File: src/inc/sld_defs.svh
// timing constants and encodings for the status indicator and switch decoder
`ifndef SLD_DEFS_SVH
`define SLD_DEFS_SVH
`define SLD_CLK_MHZ 200
`define SLD_FLASH_MS 200
`define SLD_PAUSE_MS 1000
`define SLD_TICK_US 1000
`define SLD_TICK_CYC (`SLD_CLK_MHZ * `SLD_TICK_US)
`define SLD_FLASH_TICKS (`SLD_FLASH_MS)
`define SLD_PAUSE_TICKS (`SLD_PAUSE_MS)
`define SLD_NODE_ID_MIN 7'h01
`define SLD_NODE_ID_MAX 7'h63
`define SLD_RATE_0 10'h00a
`define SLD_RATE_1 10'h014
`define SLD_RATE_2 10'h032
`define SLD_RATE_3 10'h07d
`define SLD_RATE_4 10'h0fa
`define SLD_RATE_5 10'h1f4
`define SLD_RATE_6 10'h320
`define SLD_RATE_7 10'h3e8
`endif

File: src/inc/sld_pkg.sv
// types for the status indicator and switch decoder
package sld_pkg;
  typedef enum logic [1:0] {
    SLD_NMT_INIT,
    SLD_NMT_STOPPED,
    SLD_NMT_PREOP,
    SLD_NMT_OPER
  } sld_nmt_t;
  typedef enum logic [1:0] {
    SLD_PAT_OFF,
    SLD_PAT_SINGLE,
    SLD_PAT_DOUBLE,
    SLD_PAT_ON
  } sld_fault_pat_t;
endpackage

File: src/logic/sld_top.sv
// front-panel indicator driver and rotary switch decoder
`timescale 1ns/1ps
`default_nettype none
`include "sld_defs.svh"
module sld_top
  import sld_pkg::*;
#(
  parameter int TICK_CYC = `SLD_TICK_CYC,
  parameter int FLASH_TICKS = `SLD_FLASH_TICKS,
  parameter int PAUSE_TICKS = `SLD_PAUSE_TICKS
) (
  input wire logic sys_clk,
  input wire logic rst,
  input wire logic node_ready,
  input wire logic [1:0] nmt_state,
  input wire logic err_warning,
  input wire logic guard_event,
  input wire logic guard_slave_role,
  input wire logic bus_off,
  input wire logic [3:0] node_tens_switch,
  input wire logic [3:0] node_units_switch,
  input wire logic [2:0] rate_switch,
  input wire logic termination_select_switch,
  output logic run_led,
  output logic fault_led,
  output logic term_led,
  output logic [6:0] node_id,
  output logic node_id_valid,
  output logic [9:0] bit_rate_kbps,
  output logic [2:0] bit_rate_sel
);
  // refuse timings that the 32-bit tick and 16-bit phase counters cannot hold
  if (TICK_CYC < 1 || FLASH_TICKS < 1 || PAUSE_TICKS < 1 || FLASH_TICKS > 65535
      || PAUSE_TICKS > 65535) begin : g_bad_timing
    $error("sld_top: bad timing parameters");
  end

  logic [11:0] sw_s;
  logic term_s;
  logic guard_s;
  logic guard_role_s;
  sld_sync #(.WIDTH(12)) u_sw_sync (
    .sys_clk(sys_clk),
    .rst(rst),
    .d({node_tens_switch, node_units_switch, rate_switch, termination_select_switch}),
    .q(sw_s)
  );
  assign term_s = sw_s[0];

  logic [31:0] tick_cnt_r;
  logic tick;
  assign tick = (tick_cnt_r == 32'(TICK_CYC - 1));
  always_ff @(posedge sys_clk or posedge rst) begin
    if (rst) begin
      tick_cnt_r <= '0;
    end else if (tick) begin
      tick_cnt_r <= '0;
    end else begin
      tick_cnt_r <= tick_cnt_r + 32'h1;
    end
  end

  // phase timer: counts ms in current phase; phase 0..3 = on, off, on, pause
  logic [15:0] ph_cnt_r;
  logic [1:0] phase_r;
  logic blink_r;
  logic ph_end;
  logic [15:0] ph_len;
  always_comb begin
    ph_len = 16'(FLASH_TICKS);
    if (phase_r == 2'h3) begin
      ph_len = 16'(PAUSE_TICKS);
    end
  end
  assign ph_end = tick && (ph_cnt_r == ph_len - 16'h1);
  always_ff @(posedge sys_clk or posedge rst) begin
    if (rst) begin
      ph_cnt_r <= '0;
      phase_r <= '0;
    end else if (ph_end) begin
      ph_cnt_r <= '0;
      phase_r <= phase_r + 2'h1;
    end else if (tick) begin
      ph_cnt_r <= ph_cnt_r + 16'h1;
    end
  end
  // blink: 200 ms on, 200 ms off from its own counter of the flash length
  logic [15:0] bl_cnt_r;
  always_ff @(posedge sys_clk or posedge rst) begin
    if (rst) begin
      bl_cnt_r <= '0;
      blink_r <= 1'b1;
    end else if (tick && bl_cnt_r == 16'(FLASH_TICKS - 1)) begin
      bl_cnt_r <= '0;
      blink_r <= ~blink_r;
    end else if (tick) begin
      bl_cnt_r <= bl_cnt_r + 16'h1;
    end
  end

  logic single_on;
  logic double_on;
  assign single_on = (phase_r == 2'h0);
  assign double_on = (phase_r == 2'h0) || (phase_r == 2'h2);

  logic [1:0] nmt_s;
  logic ready_s;
  logic warn_s;
  logic busoff_s;
  sld_sync #(.WIDTH(7)) u_st_sync (
    .sys_clk(sys_clk),
    .rst(rst),
    .d({nmt_state, node_ready, err_warning, guard_event, guard_slave_role, bus_off}),
    .q({nmt_s, ready_s, warn_s, guard_s, guard_role_s, busoff_s})
  );

  // a guard event from either role holds the double flash until the cycle ends
  logic guard_hold_r;
  always_ff @(posedge sys_clk or posedge rst) begin
    if (rst) begin
      guard_hold_r <= 1'b0;
    end else if (guard_s) begin
      guard_hold_r <= 1'b1;
    end else if (ph_end && phase_r == 2'h3) begin
      guard_hold_r <= 1'b0;
    end
  end

  sld_fault_pat_t fault_pat;
  always_comb begin
    if (busoff_s) begin
      fault_pat = SLD_PAT_ON;
    end else if (guard_s || guard_hold_r) begin
      fault_pat = SLD_PAT_DOUBLE;
    end else if (warn_s) begin
      fault_pat = SLD_PAT_SINGLE;
    end else begin
      fault_pat = SLD_PAT_OFF;
    end
  end

  always_ff @(posedge sys_clk or posedge rst) begin
    if (rst) begin
      fault_led <= 1'b0;
    end else begin
      case (fault_pat)
        SLD_PAT_ON: fault_led <= 1'b1;
        SLD_PAT_DOUBLE: fault_led <= double_on;
        SLD_PAT_SINGLE: fault_led <= single_on;
        default: fault_led <= 1'b0;
      endcase
    end
  end

  always_ff @(posedge sys_clk or posedge rst) begin
    if (rst) begin
      run_led <= 1'b0;
    end else if (!ready_s) begin
      run_led <= 1'b0;
    end else begin
      case (sld_nmt_t'(nmt_s))
        SLD_NMT_STOPPED: run_led <= single_on;
        SLD_NMT_PREOP: run_led <= blink_r;
        SLD_NMT_OPER: run_led <= 1'b1;
        default: run_led <= 1'b0;
      endcase
    end
  end

  always_ff @(posedge sys_clk or posedge rst) begin
    if (rst) begin
      term_led <= 1'b0;
    end else begin
      term_led <= term_s;
    end
  end

  logic [6:0] id_nxt;
  logic digits_ok;
  assign id_nxt = 7'({3'h0, sw_s[11:8]} * 7'h0a) + 7'({3'h0, sw_s[7:4]});
  assign digits_ok = (sw_s[11:8] <= 4'h9) && (sw_s[7:4] <= 4'h9);
  always_ff @(posedge sys_clk or posedge rst) begin
    if (rst) begin
      node_id <= '0;
      node_id_valid <= 1'b0;
    end else begin
      node_id <= id_nxt;
      node_id_valid <= digits_ok && id_nxt >= `SLD_NODE_ID_MIN
                       && id_nxt <= `SLD_NODE_ID_MAX;
    end
  end

  always_ff @(posedge sys_clk or posedge rst) begin
    if (rst) begin
      bit_rate_kbps <= '0;
      bit_rate_sel <= '0;
    end else begin
      bit_rate_sel <= sw_s[3:1];
      case (sw_s[3:1])
        3'h0: bit_rate_kbps <= `SLD_RATE_0;
        3'h1: bit_rate_kbps <= `SLD_RATE_1;
        3'h2: bit_rate_kbps <= `SLD_RATE_2;
        3'h3: bit_rate_kbps <= `SLD_RATE_3;
        3'h4: bit_rate_kbps <= `SLD_RATE_4;
        3'h5: bit_rate_kbps <= `SLD_RATE_5;
        3'h6: bit_rate_kbps <= `SLD_RATE_6;
        default: bit_rate_kbps <= `SLD_RATE_7;
      endcase
    end
  end
endmodule
`default_nettype wire

File: src/logic/sld_sync.sv
// two-flop synchroniser for a bundle of pin inputs
`timescale 1ns/1ps
`default_nettype none
module sld_sync #(
  parameter int WIDTH = 1
) (
  input wire logic sys_clk,
  input wire logic rst,
  input wire logic [WIDTH-1:0] d,
  output logic [WIDTH-1:0] q
);
  logic [WIDTH-1:0] meta_r;
  always_ff @(posedge sys_clk or posedge rst) begin
    if (rst) begin
      meta_r <= '0;
      q <= '0;
    end else begin
      meta_r <= d;
      q <= meta_r;
    end
  end
endmodule
`default_nettype wire

File: config.mk
export PLATFORM = sky130hd
export DESIGN_NAME = sld_top
export DESIGN_NICKNAME = d
export VERILOG_FILES = /design/src/inc/sld_pkg.sv /design/src/logic/sld_top.sv /design/src/logic/sld_sync.sv
export VERILOG_INCLUDE_DIRS = /design/src /design/src/inc
export SDC_FILE = /design/constraint.sdc
export NUM_CORES = 1
export LEC_CHECK = 0
export ABC_AREA = 1
export BUFFER_PORTS_ARGS = -buffer_cell sky130_fd_sc_hd__buf_2
export CORE_MARGIN = 5
export CORE_UTILIZATION = 36
export CTS_BUF_LIST = sky130_fd_sc_hd__clkbuf_4
export CTS_CLUSTER_SIZE = 14
export DETAILED_ROUTE_END_ITERATION = 12
export GPL_TIMING_DRIVEN = 0
export PLACE_DENSITY_LB_ADDON = 0.1
export SYNTH_ARGS = -nofsm -noshare
export SYNTH_HDL_FRONTEND = slang
export SYNTH_HIERARCHICAL = 1
export SYNTH_SLANG_ARGS = --single-unit
File: constraint.sdc
create_clock -name sys_clk -period 3.6 [get_ports sys_clk]
set_clock_uncertainty 0.15 [all_clocks]
set_input_delay 0.54 -clock sys_clk [delete_from_list [all_inputs] [get_ports sys_clk]]
set_output_delay 0.54 -clock sys_clk [all_outputs]
set_load 0.1 [all_outputs]
# After elaboration in Yosys (flattened, before gate mapping)
# Index checks and enable logic that the tools add are counted.
dict set report classes {
  addsub 6
  multipliers 1
  order_cmp 4
  eq_ne 17
  n_mux 15
  bitwise 1
  reduce_logical 13
}
# operator count
set ops {}
lappend ops {{$pmux 10 s7} 1}
lappend ops {{$mux 16} 4}
lappend ops {{$add 16x1->16 const B} 2}
lappend ops {{$add 32x1->32 const B} 1}
lappend ops {{$eq 32x18->1 const B} 1}
lappend ops {{$mux 32} 1}
lappend ops {{$eq 16x16->1} 1}
lappend ops {{$eq 16x8->1 const B} 1}
lappend ops {{$sub 16x1->16 const B} 1}
lappend ops {{$eq 2x2->1 const B} 6}
lappend ops {{$mux 10} 1}
lappend ops {{$eq 3x3->1 const B} 3}
lappend ops {{$le 4x4->1 const B} 2}
lappend ops {{$add 7x4->7} 1}
lappend ops {{$ge 7x1->1 const B} 1}
lappend ops {{$le 7x7->1 const B} 1}
lappend ops {{$eq 3x2->1 const B} 2}
lappend ops {{$logic_and 1x1->1} 6}
lappend ops {{$mul 4x3->6 const B} 1}
lappend ops {{$pmux 1 s3} 2}
lappend ops {{$reduce_bool 2->1} 3}
lappend ops {{$eq 2x1->1 const B} 2}
lappend ops {{$mux 1} 4}
lappend ops {{$mux 2} 2}
lappend ops {{other kinds (6)} 7}
dict set report word_totals {
  regBits 130
  out_inout_bits 24
}

# Depth between registers and ports, before layout
# Gate-level depths: netlist (run 1).
dict set report logic_depth {
  word_depth 8
  depth_mapped 11
}

# Modules after synthesis
# Netlist (run 1), hierarchy kept.
# mod instances cells_each area_each_um2 seq_area_each_um2
set by_module_without_submodules {}
lappend by_module_without_submodules {sld_top 1 712 5231.3 2303.5}
lappend by_module_without_submodules {{sld_sync (u_sw_sync)} 1 25 604.3 600.6}
lappend by_module_without_submodules {{sld_sync (u_st_sync)} 1 15 354.1 350.3}

# Least setup slack after synthesis (run 1)
# Ideal clock, no wire load.
dict set report synth_timing {
  path_type {register -> register}
  start {register u_sw_sync.q[9]}
  end {register node_id_valid}
  t_arrival_ps 1855
  required_ps 3333
  slack_ps 1478
  stages_incl_launch_ff 11
  n_path_buf 0
  synth_period_minus_slack_ps 2122
  path_cell_list {dfrtp_1 -> ha_1 -> ha_1 -> inv_1 -> fa_1 -> nor2_1 -> nand3_1 -> nand2_1 -> nand3_1 -> nor2_1 -> nor2_1}
}
dict set report synth_between {
  elab_chain_cells 5
}
# item line
set synth_rtl {}
lappend synth_rtl {{start, declared} sld_sync.sv:10} ;# output logic [WIDTH-1:0] q
lappend synth_rtl {{start signal, assigned} sld_sync.sv:19} ;# q <= meta_r;
lappend synth_rtl {{$mul 4x3->6} sld_top.sv:180} ;# assign id_nxt = 7'({3'h0, sw_s[11:8]} * 7'h0a) + 7'({3'h0, sw_s[7:4]});
lappend synth_rtl {{$add 7x4->7} sld_top.sv:180}
lappend synth_rtl {{$ge 7x1->1 (no source line)} -}
lappend synth_rtl {{$logic_and 1x1->1 (no source line)} -}
lappend synth_rtl {{$logic_and 1x1->1 (no source line) *} -}
lappend synth_rtl {{end signal, assigned} sld_top.sv:188} ;# node_id_valid <= digits_ok && id_nxt >= `SLD_NODE_ID_MIN
lappend synth_rtl {{end, declared} sld_top.sv:28} ;# output logic node_id_valid,
# Every way passes the cells marked *; elsewhere a longest branch is shown, timed or not.
# A chain may end at the register's enable or synchronous reset.

# Final worst setup path (run 1)
dict set report layout_timing {
  start {register u_sw_sync.q[9]}
  end {register node_id_valid}
}
dict set report layout_between {
  elab_chain_cells 5
}
# item line
set layout_rtl {}
lappend layout_rtl {{$mul 4x3->6 *} sld_top.sv:180}
lappend layout_rtl {{$add 7x4->7 *} sld_top.sv:180}
lappend layout_rtl {{named net id_nxt[5]} sld_top.sv:178} ;# logic [6:0] id_nxt;
lappend layout_rtl {{$ge 7x1->1 (no source line)} -}
lappend layout_rtl {{$logic_and 1x1->1 (no source line)} -}
lappend layout_rtl {{$logic_and 1x1->1 (no source line) *} -}
# Mark *: on every way through the listed nets, which the timed path passes. The rest lies on a longest branch.

==> impl_summary.txt, run 1 <==
----------------------------------------------------
[Run status]
  Result of the run ... complete, no violations

[Yosys]
  Netlist area before placement ... about 6100 sq um
  Avg Inst Size Synth ... around 8.2 sq um
  Yosys Warn Count ... 6
  Mapped Cells ... 750
  Synthesized netlist net count ... 785

[Worst setup path]
  Family of cells with the greatest summed delay on the critical path ... adder cells
  Critical setup path kind ... reg2reg
  FF-to-FF setup slack ... around 1.3 ns
  Total stage count of the critical path ... 9
  Launching instance or port of the critical path ... u_sw_sync/q[9]
  Buffering stage count on the worst path with inverters included ... 1
  End point of the critical path ... node_id_valid
  Terminus of the critical flop-to-flop path ... node_id_valid
  RR Startpoint ... u_sw_sync/q[9]
  Worst Setup Start Kind ... register
  Largest fanout on the critical path ... 4
  Path depth of the worst reg2reg path ... 9
  Peak per-stage delay on the critical path ... approximately 0.45 ns
  Kind of end point of the critical path ... register
  Worst path required time ... approximately 3.9 ns
  Slowest cell on the critical path ... dfrtp_1
  Signal arrival time at the worst endpoint ... roughly 2.6 ns
  Cells traversed along the worst timing path ... ha_1 > ha_1 > inv_1 > fa_1 > nand3b_1 > nand2_1 > nand3_1 > nor2_1 > nor2_1

[CTS]
  Total CTS buffers ... 17
  Post-cts repair resize count ... 0
  Number of buffers on the longest clock path ... 2
  # H-tree levels ... 4
  Clock tree from TritonCTS ... yes
  Library cell used as clock root buffer ... clkbuf_4
  Clock Pin Slew Worst Setup and Hold Paths ... roughly 0.14 ns
  Clock Sinks ... ~130
  Clock latency of the later-clocked register in the worst-skew pair ... between 0.5 and 0.6 ns

[Floorplan]
  Row Count ... 47
  Die Footprint ... roughly 20000 sq um
  Overall die height ... 141 um
  Area of the core ... around 17000 sq um
  Overall die width ... roughly 140 um
  Starting utilization of the core area ... 0.369
  Boundary pin count ... between 40 and 50

[Cells and area]
  Layout cell share with drive strength beyond 1 ... 0.117
  Sequential Area ... ~3200 sq um
  Number of standard cells in the layout, taps in and fillers out ... 1065
  Number of nets in the finished design ... a little under 900
  # diodes ... 0
  Most common library cell in the layout ignoring fill and taps ... nand2_1
  Commonest cells after routing, fill and taps aside ... 199 x nand2_1, 127 x dfrtp_1, 112 x inv_1
  Footprint of the multi-input gates ... 2430 sq um
  Fillers ... 1676
  Final standard cell utilization of the core ... 0.433
  Area growth from synthesis to final layout ... 17.2%

[Global routing]
  Antenna violations before repair ... 0
  Number of global-route vias before repair ... ~4800
  Aggregate global routing overflow ... 0
  Largest net degree at the start of global routing ... 66
  Global-route wire length before repair ... approximately 23 mm
  Total global-route track usage ... 0.142

[Timing]
  Final number of max-transition violations ... 0
  Clock period minus final worst setup slack ... 2.32 ns
  Final worst-path cycle share ... 0.645
  Actual transition at the worst max-transition pin ... 0.827 ns
  Final setup TNS ... 0 ns
  Slew headroom ... 0.448
  Final setup violation count ... 0
  Final Hold Vio Count ... 0
  Max frequency ... 431 MHz
  Setup repair after global routing missed its margin ... false
  Worst hold-check slack ... 0.200 ns

[Min path]
  Hold WC Path Type ... reg2reg

[Power]
  Net switching power ... roughly 920 uW
  Worst VDD drop ... 0.254 mV
  Proportion of total power due to net switching ... 0.301
  Combinational cell fraction of total power ... 0.113
  Flop pwr share ... 0.492
  Internal Power ... 2.13 mW
  Power density over the cells ... about 420 nW/um^2
  Power share of the clock group ... 0.395
  Reported leakage power ... 3.61 nW

[Routing]
  WL final ... 13.2 mm
  Avg WL per Cell ... 12.4 um
  Number of antenna-violating nets in the routed design ... 0
  Drt drc ... 0
  First-pass detailed-route iteration total ... 5
  Initial drt markers ... around 290
  Via count normalized by instance count ... 4.59
  Total via count after detailed routing ... just under 5000

[Place]
  Placed wire-length estimate ... 9.64 mm
  Placed Cells ... ~1000
  Number of port buffers ... between 40 and 50
  Final GP Congestion ... roughly 0.88

[Flow run]
  Total of max-cap violations ... 0

----------------------------------------------------
worst reg2reg max path, cell delays in order (launching register included):
cell and delay, ns:
dfrtp_1 0.45, ha_1 0.32, ha_1 0.19, inv_1 0.06, fa_1 0.44, nand3b_1 0.18
nand2_1 0.16, nand3_1 0.11, nor2_1 0.12, nor2_1 0.06
flip-flops by register name, summed over array words and instances, names as in the netlist:
signal	cells
bit_rate_kbps	10
bit_rate_sel	3
bl_cnt_r	16
blink_r	1
fault_led	1
guard_hold_r	1
node_id	7
node_id_valid	1
ph_cnt_r	16
phase_r	2
run_led	1
term_led	1
tick_cnt_r	32
u_st_sync/meta_r	6
u_st_sync/q	6
u_sw_sync/meta_r	12
u_sw_sync/q	12
worst min-delay path by stage:
stage	to	cells after the start	startpoint	slack, ns
after global routing	u_sw_sync/q[4]	0	u_sw_sync/meta_r[4]	0.20
after floorplan	term_led	0	u_sw_sync/q[0]	0.18
after global placement	u_st_sync/q[6]	0	u_st_sync/meta_r[6]	0.18
after detailed placement	u_sw_sync/q[9]	0	u_sw_sync/meta_r[9]	0.18
after CTS	u_sw_sync/q[4]	0	u_sw_sync/meta_r[4]	0.19
final	u_sw_sync/q[4]	0	u_sw_sync/meta_r[4]	0.20
final cells by class:
cell class / instances / area share
Multi-Input combinational cell: 498 / 0.338
Timing Repair Buffer: 63 / 0.0601
Sequential cell: 128 / 0.445
Inverter: 116 / 0.0608
Buffer: 8 / 0.00904
Clock inverter: 15 / 0.0306
Tap cell: 220 / 0.0382
Clock buffer: 17 / 0.0177
stage by stage:
step / power (mW) / worst slack (ns) / cell area [sq um]
floorplan: 1.78 / 0.520 / 6140
CTS: 3.09 / 1.27 / 7200
global route: 3.17 / 1.08 / 7200
global placement: 1.85 / -0.863 / 6630
finish: 3.04 / 1.28 / 7200
detailed placement: 1.86 / 1.27 / 6660
metal layers:
metal / routed length (um) / part of all wire / GRT usage
met1: 6320 / 0.48 / 0.193
met4: 252 / 0.019 / 0.0530
met3: 429 / 0.032 / 0.0325
met2: 6210 / 0.47 / 0.224
met5: 0 / 0 / 0
power groups by stage:
stage | sequential, mW | combinational [mW] | clock (mW)
after CTS | 1.50 | 0.348 | 1.24
after floorplan | 1.71 | 0.0760 | 0
after global placement | 1.53 | 0.323 | 0
final | 1.50 | 0.342 | 1.20
after global routing | 1.50 | 0.368 | 1.30
after detailed placement | 1.53 | 0.331 | 0
timing repair:
action | CTS | global route
hold buffers | 19 | 0
buffers inserted | 0 | 0
hold endpoints to repair | 56 | 0
No activity file was read; power rests on OpenSTA's default activity.
==> inputs of run 2 (changes only) <==
- clock period: 3.6 -> 2.1 ns (I/O delays scaled with it)
==> impl_summary.txt, run 2 (synthesized netlist as in run 1, its figures left out) <==
----------------------------------------------------
[Run status]
  Result of the run ... complete, but fails checks (was complete, no violations)
  Violated checks ... setup timing

[Worst setup path]
  Kind of end point of the critical path ... register (unchanged)
  Slowest cell on the critical path ... fa_1 (was dfrtp_1)
  Total stage count of the critical path ... 10 (was 9)
  Buffering stage count on the worst path with inverters included ... 1 (unchanged)
  Path depth of the worst reg2reg path ... 10 (was 9)
  Family of cells with the greatest summed delay on the critical path ... adder cells (unchanged)
  Peak per-stage delay on the critical path ... 0.55 ns (was 0.45 ns)
  Worst Setup Start Kind ... register (unchanged)
  Signal arrival time at the worst endpoint ... 2.53 ns (was 2.62 ns)
  Worst path required time ... 2.40 ns (was 3.90 ns)
  Critical setup path kind ... reg2reg (unchanged)
  Cells traversed along the worst timing path ... ha_1 > ha_2 > inv_2 > fa_1 > nand3b_1 > nand2_2 > nor2_2 > nand3_2 > nand2_1 > nor2_2 (was ha_1 > ha_1 > inv_1 > fa_1 > nand3b_1 > nand2_1 > nand3_1 > nor2_1 > nor2_1)
  Largest fanout on the critical path ... 3 (was 4)
  Most used cell along the critical path ... nor2_2

[Min path]
  Hold WC Path Type ... in2async (was reg2reg)

[Flow run]
  Total of max-cap violations ... 0 (unchanged)

[Timing]
  Setup repair after global routing missed its margin ... true (was false)
  Final Hold Vio Count ... 0 (unchanged)
  Final setup violation count ... 2 (was 0)
  Final worst-path cycle share ... 1.06 (was 0.645)
  Clock period minus final worst setup slack ... 2.23 ns (was 2.32 ns)
  Final number of max-transition violations ... 0 (unchanged)
  Worst hold-check slack ... 0.187 ns (was 0.200 ns)
  Actual transition at the worst max-transition pin ... 0.843 ns (was 0.827 ns)
  Max frequency ... 448 MHz (was 431 MHz)
  Minimum setup slack in the final design ... -0.133 ns (was 1.28 ns)
  Slew headroom ... 0.437 (was 0.448)

[Cells and area]
  Number of standard cells in the layout, taps in and fillers out ... 1071 (was 1065)
  Layout cell share with drive strength beyond 1 ... 0.136 (was 0.117)
  Number of flip-flops in the largest register ... 32 (unchanged)
  Area growth from synthesis to final layout ... 17.3% (was 17.2%)
  Largest reg by FF count ... tick_cnt_r (unchanged)
  Design area ... 7200 sq um (about the same)
  Fillers ... 1674 (was 1676)
  Sequential Area ... 3200 sq um (unchanged)
  Commonest cells after routing, fill and taps aside ... 195 x nand2_1, 127 x dfrtp_1, 111 x inv_1 (was 199 x nand2_1, 127 x dfrtp_1, 112 x inv_1)
  Number of nets in the finished design ... 872 (was 867)
  Largest registers ... tick_cnt_r: 32 flops, bl_cnt_r: 16 flops, ph_cnt_r: 16 flops (unchanged)
  Footprint of the multi-input gates ... 2470 sq um (was 2430 sq um)
  Final standard cell utilization of the core ... 0.433 (about the same)
  Most common library cell in the layout ignoring fill and taps ... nand2_1 (unchanged)

[Place]
  Final GP Congestion ... 0.886 (was 0.877)
  Area post-placement ... 6690 sq um (was 6660 sq um)
  Placed Cells ... 1016 (was 1014)
  Placed wire-length estimate ... 9.91 mm (was 9.64 mm)
  Number of port buffers ... 43 (unchanged)

[Routing]
  WL final ... 13.4 mm (was 13.2 mm)
  Via count normalized by instance count ... 4.66 (was 4.59)
  Number of antenna-violating nets in the routed design ... 0 (unchanged)
  First-pass detailed-route iteration total ... 7 (was 5)
  Avg WL per Cell ... 12.6 um (was 12.4 um)
  Initial drt markers ... 282 (was 291)
  Drt drc ... 0 (unchanged)
  Total via count after detailed routing ... 4995 (was 4887)

[Floorplan]
  Row Count ... 47 (unchanged)
  Overall die height ... 141 um (unchanged)
  Area of the core ... 16600 sq um (unchanged)
  Overall die width ... 141 um (unchanged)
  Boundary pin count ... 45 (unchanged)
  Die Footprint ... 19800 sq um (unchanged)
  Starting utilization of the core area ... 0.369 (unchanged)

[CTS]
  Clock Sinks ... 128 (unchanged)
  # H-tree levels ... 4 (unchanged)
  Clock Pin Slew Worst Setup and Hold Paths ... 0.12 ns (was 0.14 ns)
  Library cell used as clock root buffer ... clkbuf_4 (unchanged)
  Number of buffers on the longest clock path ... 2 (unchanged)
  Clock latency of the later-clocked register in the worst-skew pair ... 0.55 ns (was 0.54 ns)
  Clock tree from TritonCTS ... yes (unchanged)
  Total CTS buffers ... 17 (unchanged)

[Global routing]
  Largest net degree at the start of global routing ... 27 (was 66)
  Aggregate global routing overflow ... 0 (unchanged)
  Total global-route track usage ... 0.144 (was 0.142)
  Number of global-route vias before repair ... 4877 (was 4817)
  Antenna violations before repair ... 1 (was 0)
  Global-route wire length before repair ... 23.1 mm (was 22.9 mm)

[Power]
  Power density over the cells ... 654 nW/um^2 (was 423 nW/um^2)
  Worst VDD drop ... 0.375 mV (was 0.254 mV)
  Reported leakage power ... 3.58 nW (was 3.61 nW)

----------------------------------------------------
run 2: changes by cell type in the layout (fill, tap and decap cells not counted), sizes merged:
cell,before,now
buf,52,57
clkinvlp,0,5
bufinv,4,0
inv,124,121
clkbuf,17,19
diode,0,1
run 2: what timing repair did:
action	4_1_cts	5_1_grt
hold buffers	19	0
pin swaps	8	5
setup buffers	3	1
gates resized for setup	4	11
setup endpoints to repair	2	22
hold endpoints to repair	96	0
run 2: path summary, 6_finish.rpt:
| path | from | to | slack [ns] |
|---|---|---|---|
| worst max-delay path | u_sw_sync/q[9] | node_id_valid | -0.13 |
| worst min-delay path | rst | u_st_sync/meta_r[4] | 0.19 |
| worst max register to register | u_sw_sync/q[9] | node_id_valid | -0.13 |
| worst min register to register | u_sw_sync/q[0] | term_led | 0.21 |
| max in group asynchronous | rst | tick_cnt_r[16] | 0.69 |
| min in group sys_clk | u_sw_sync/q[0] | term_led | 0.21 |
run 2: cell type report:
class	instances	share of cell area
diodes	1	0.000347
plain buffers	7	0.00886
clock buffers	19	0.0198
clock inverters	13	0.0144
inverters	116	0.0610
multi-input cells	498	0.344
flip-flops and latches	128	0.445
well taps	220	0.0382
repair buffers	69	0.0688
run 2: metrics by stage:
| stage | setup WS [ns] | TNS, ns | total power [mW] |
|---|---|---|---|
| after floorplan | 0.000632 | 0 | 3.06 |
| after global placement | -0.224 | -19.98 | 3.17 |
| after detailed placement | -0.224 | -0.259 | 3.19 |
| after CTS | -0.115 | -0.155 | 4.78 |
| after global routing | -0.230 | -0.407 | 4.96 |
| final | -0.133 | -0.195 | 4.71 |
run 2: power by group:
part	switching (mW)	leakage, nW	internal (mW)
registers	0.0253	1.63	2.54
clock network	1.01	0.125	0.514
logic	0.489	1.82	0.133
total	1.52	3.58	3.19
run 2: worst min-delay path: cells and delay by family:
family	cells	cell delay, ns
buffers and inverters	3	1.02
run 2: layer usage:
layer	vias to the layer above	part of all wire	global-route usage	routed length, um
met5	-	0	0	0
met4	0	0.014	0.0505	190
met3	21	0.034	0.0373	462
met2	95	0.48	0.232	6480
met1	2388	0.47	0.188	6320
li1	2491	-	-	-
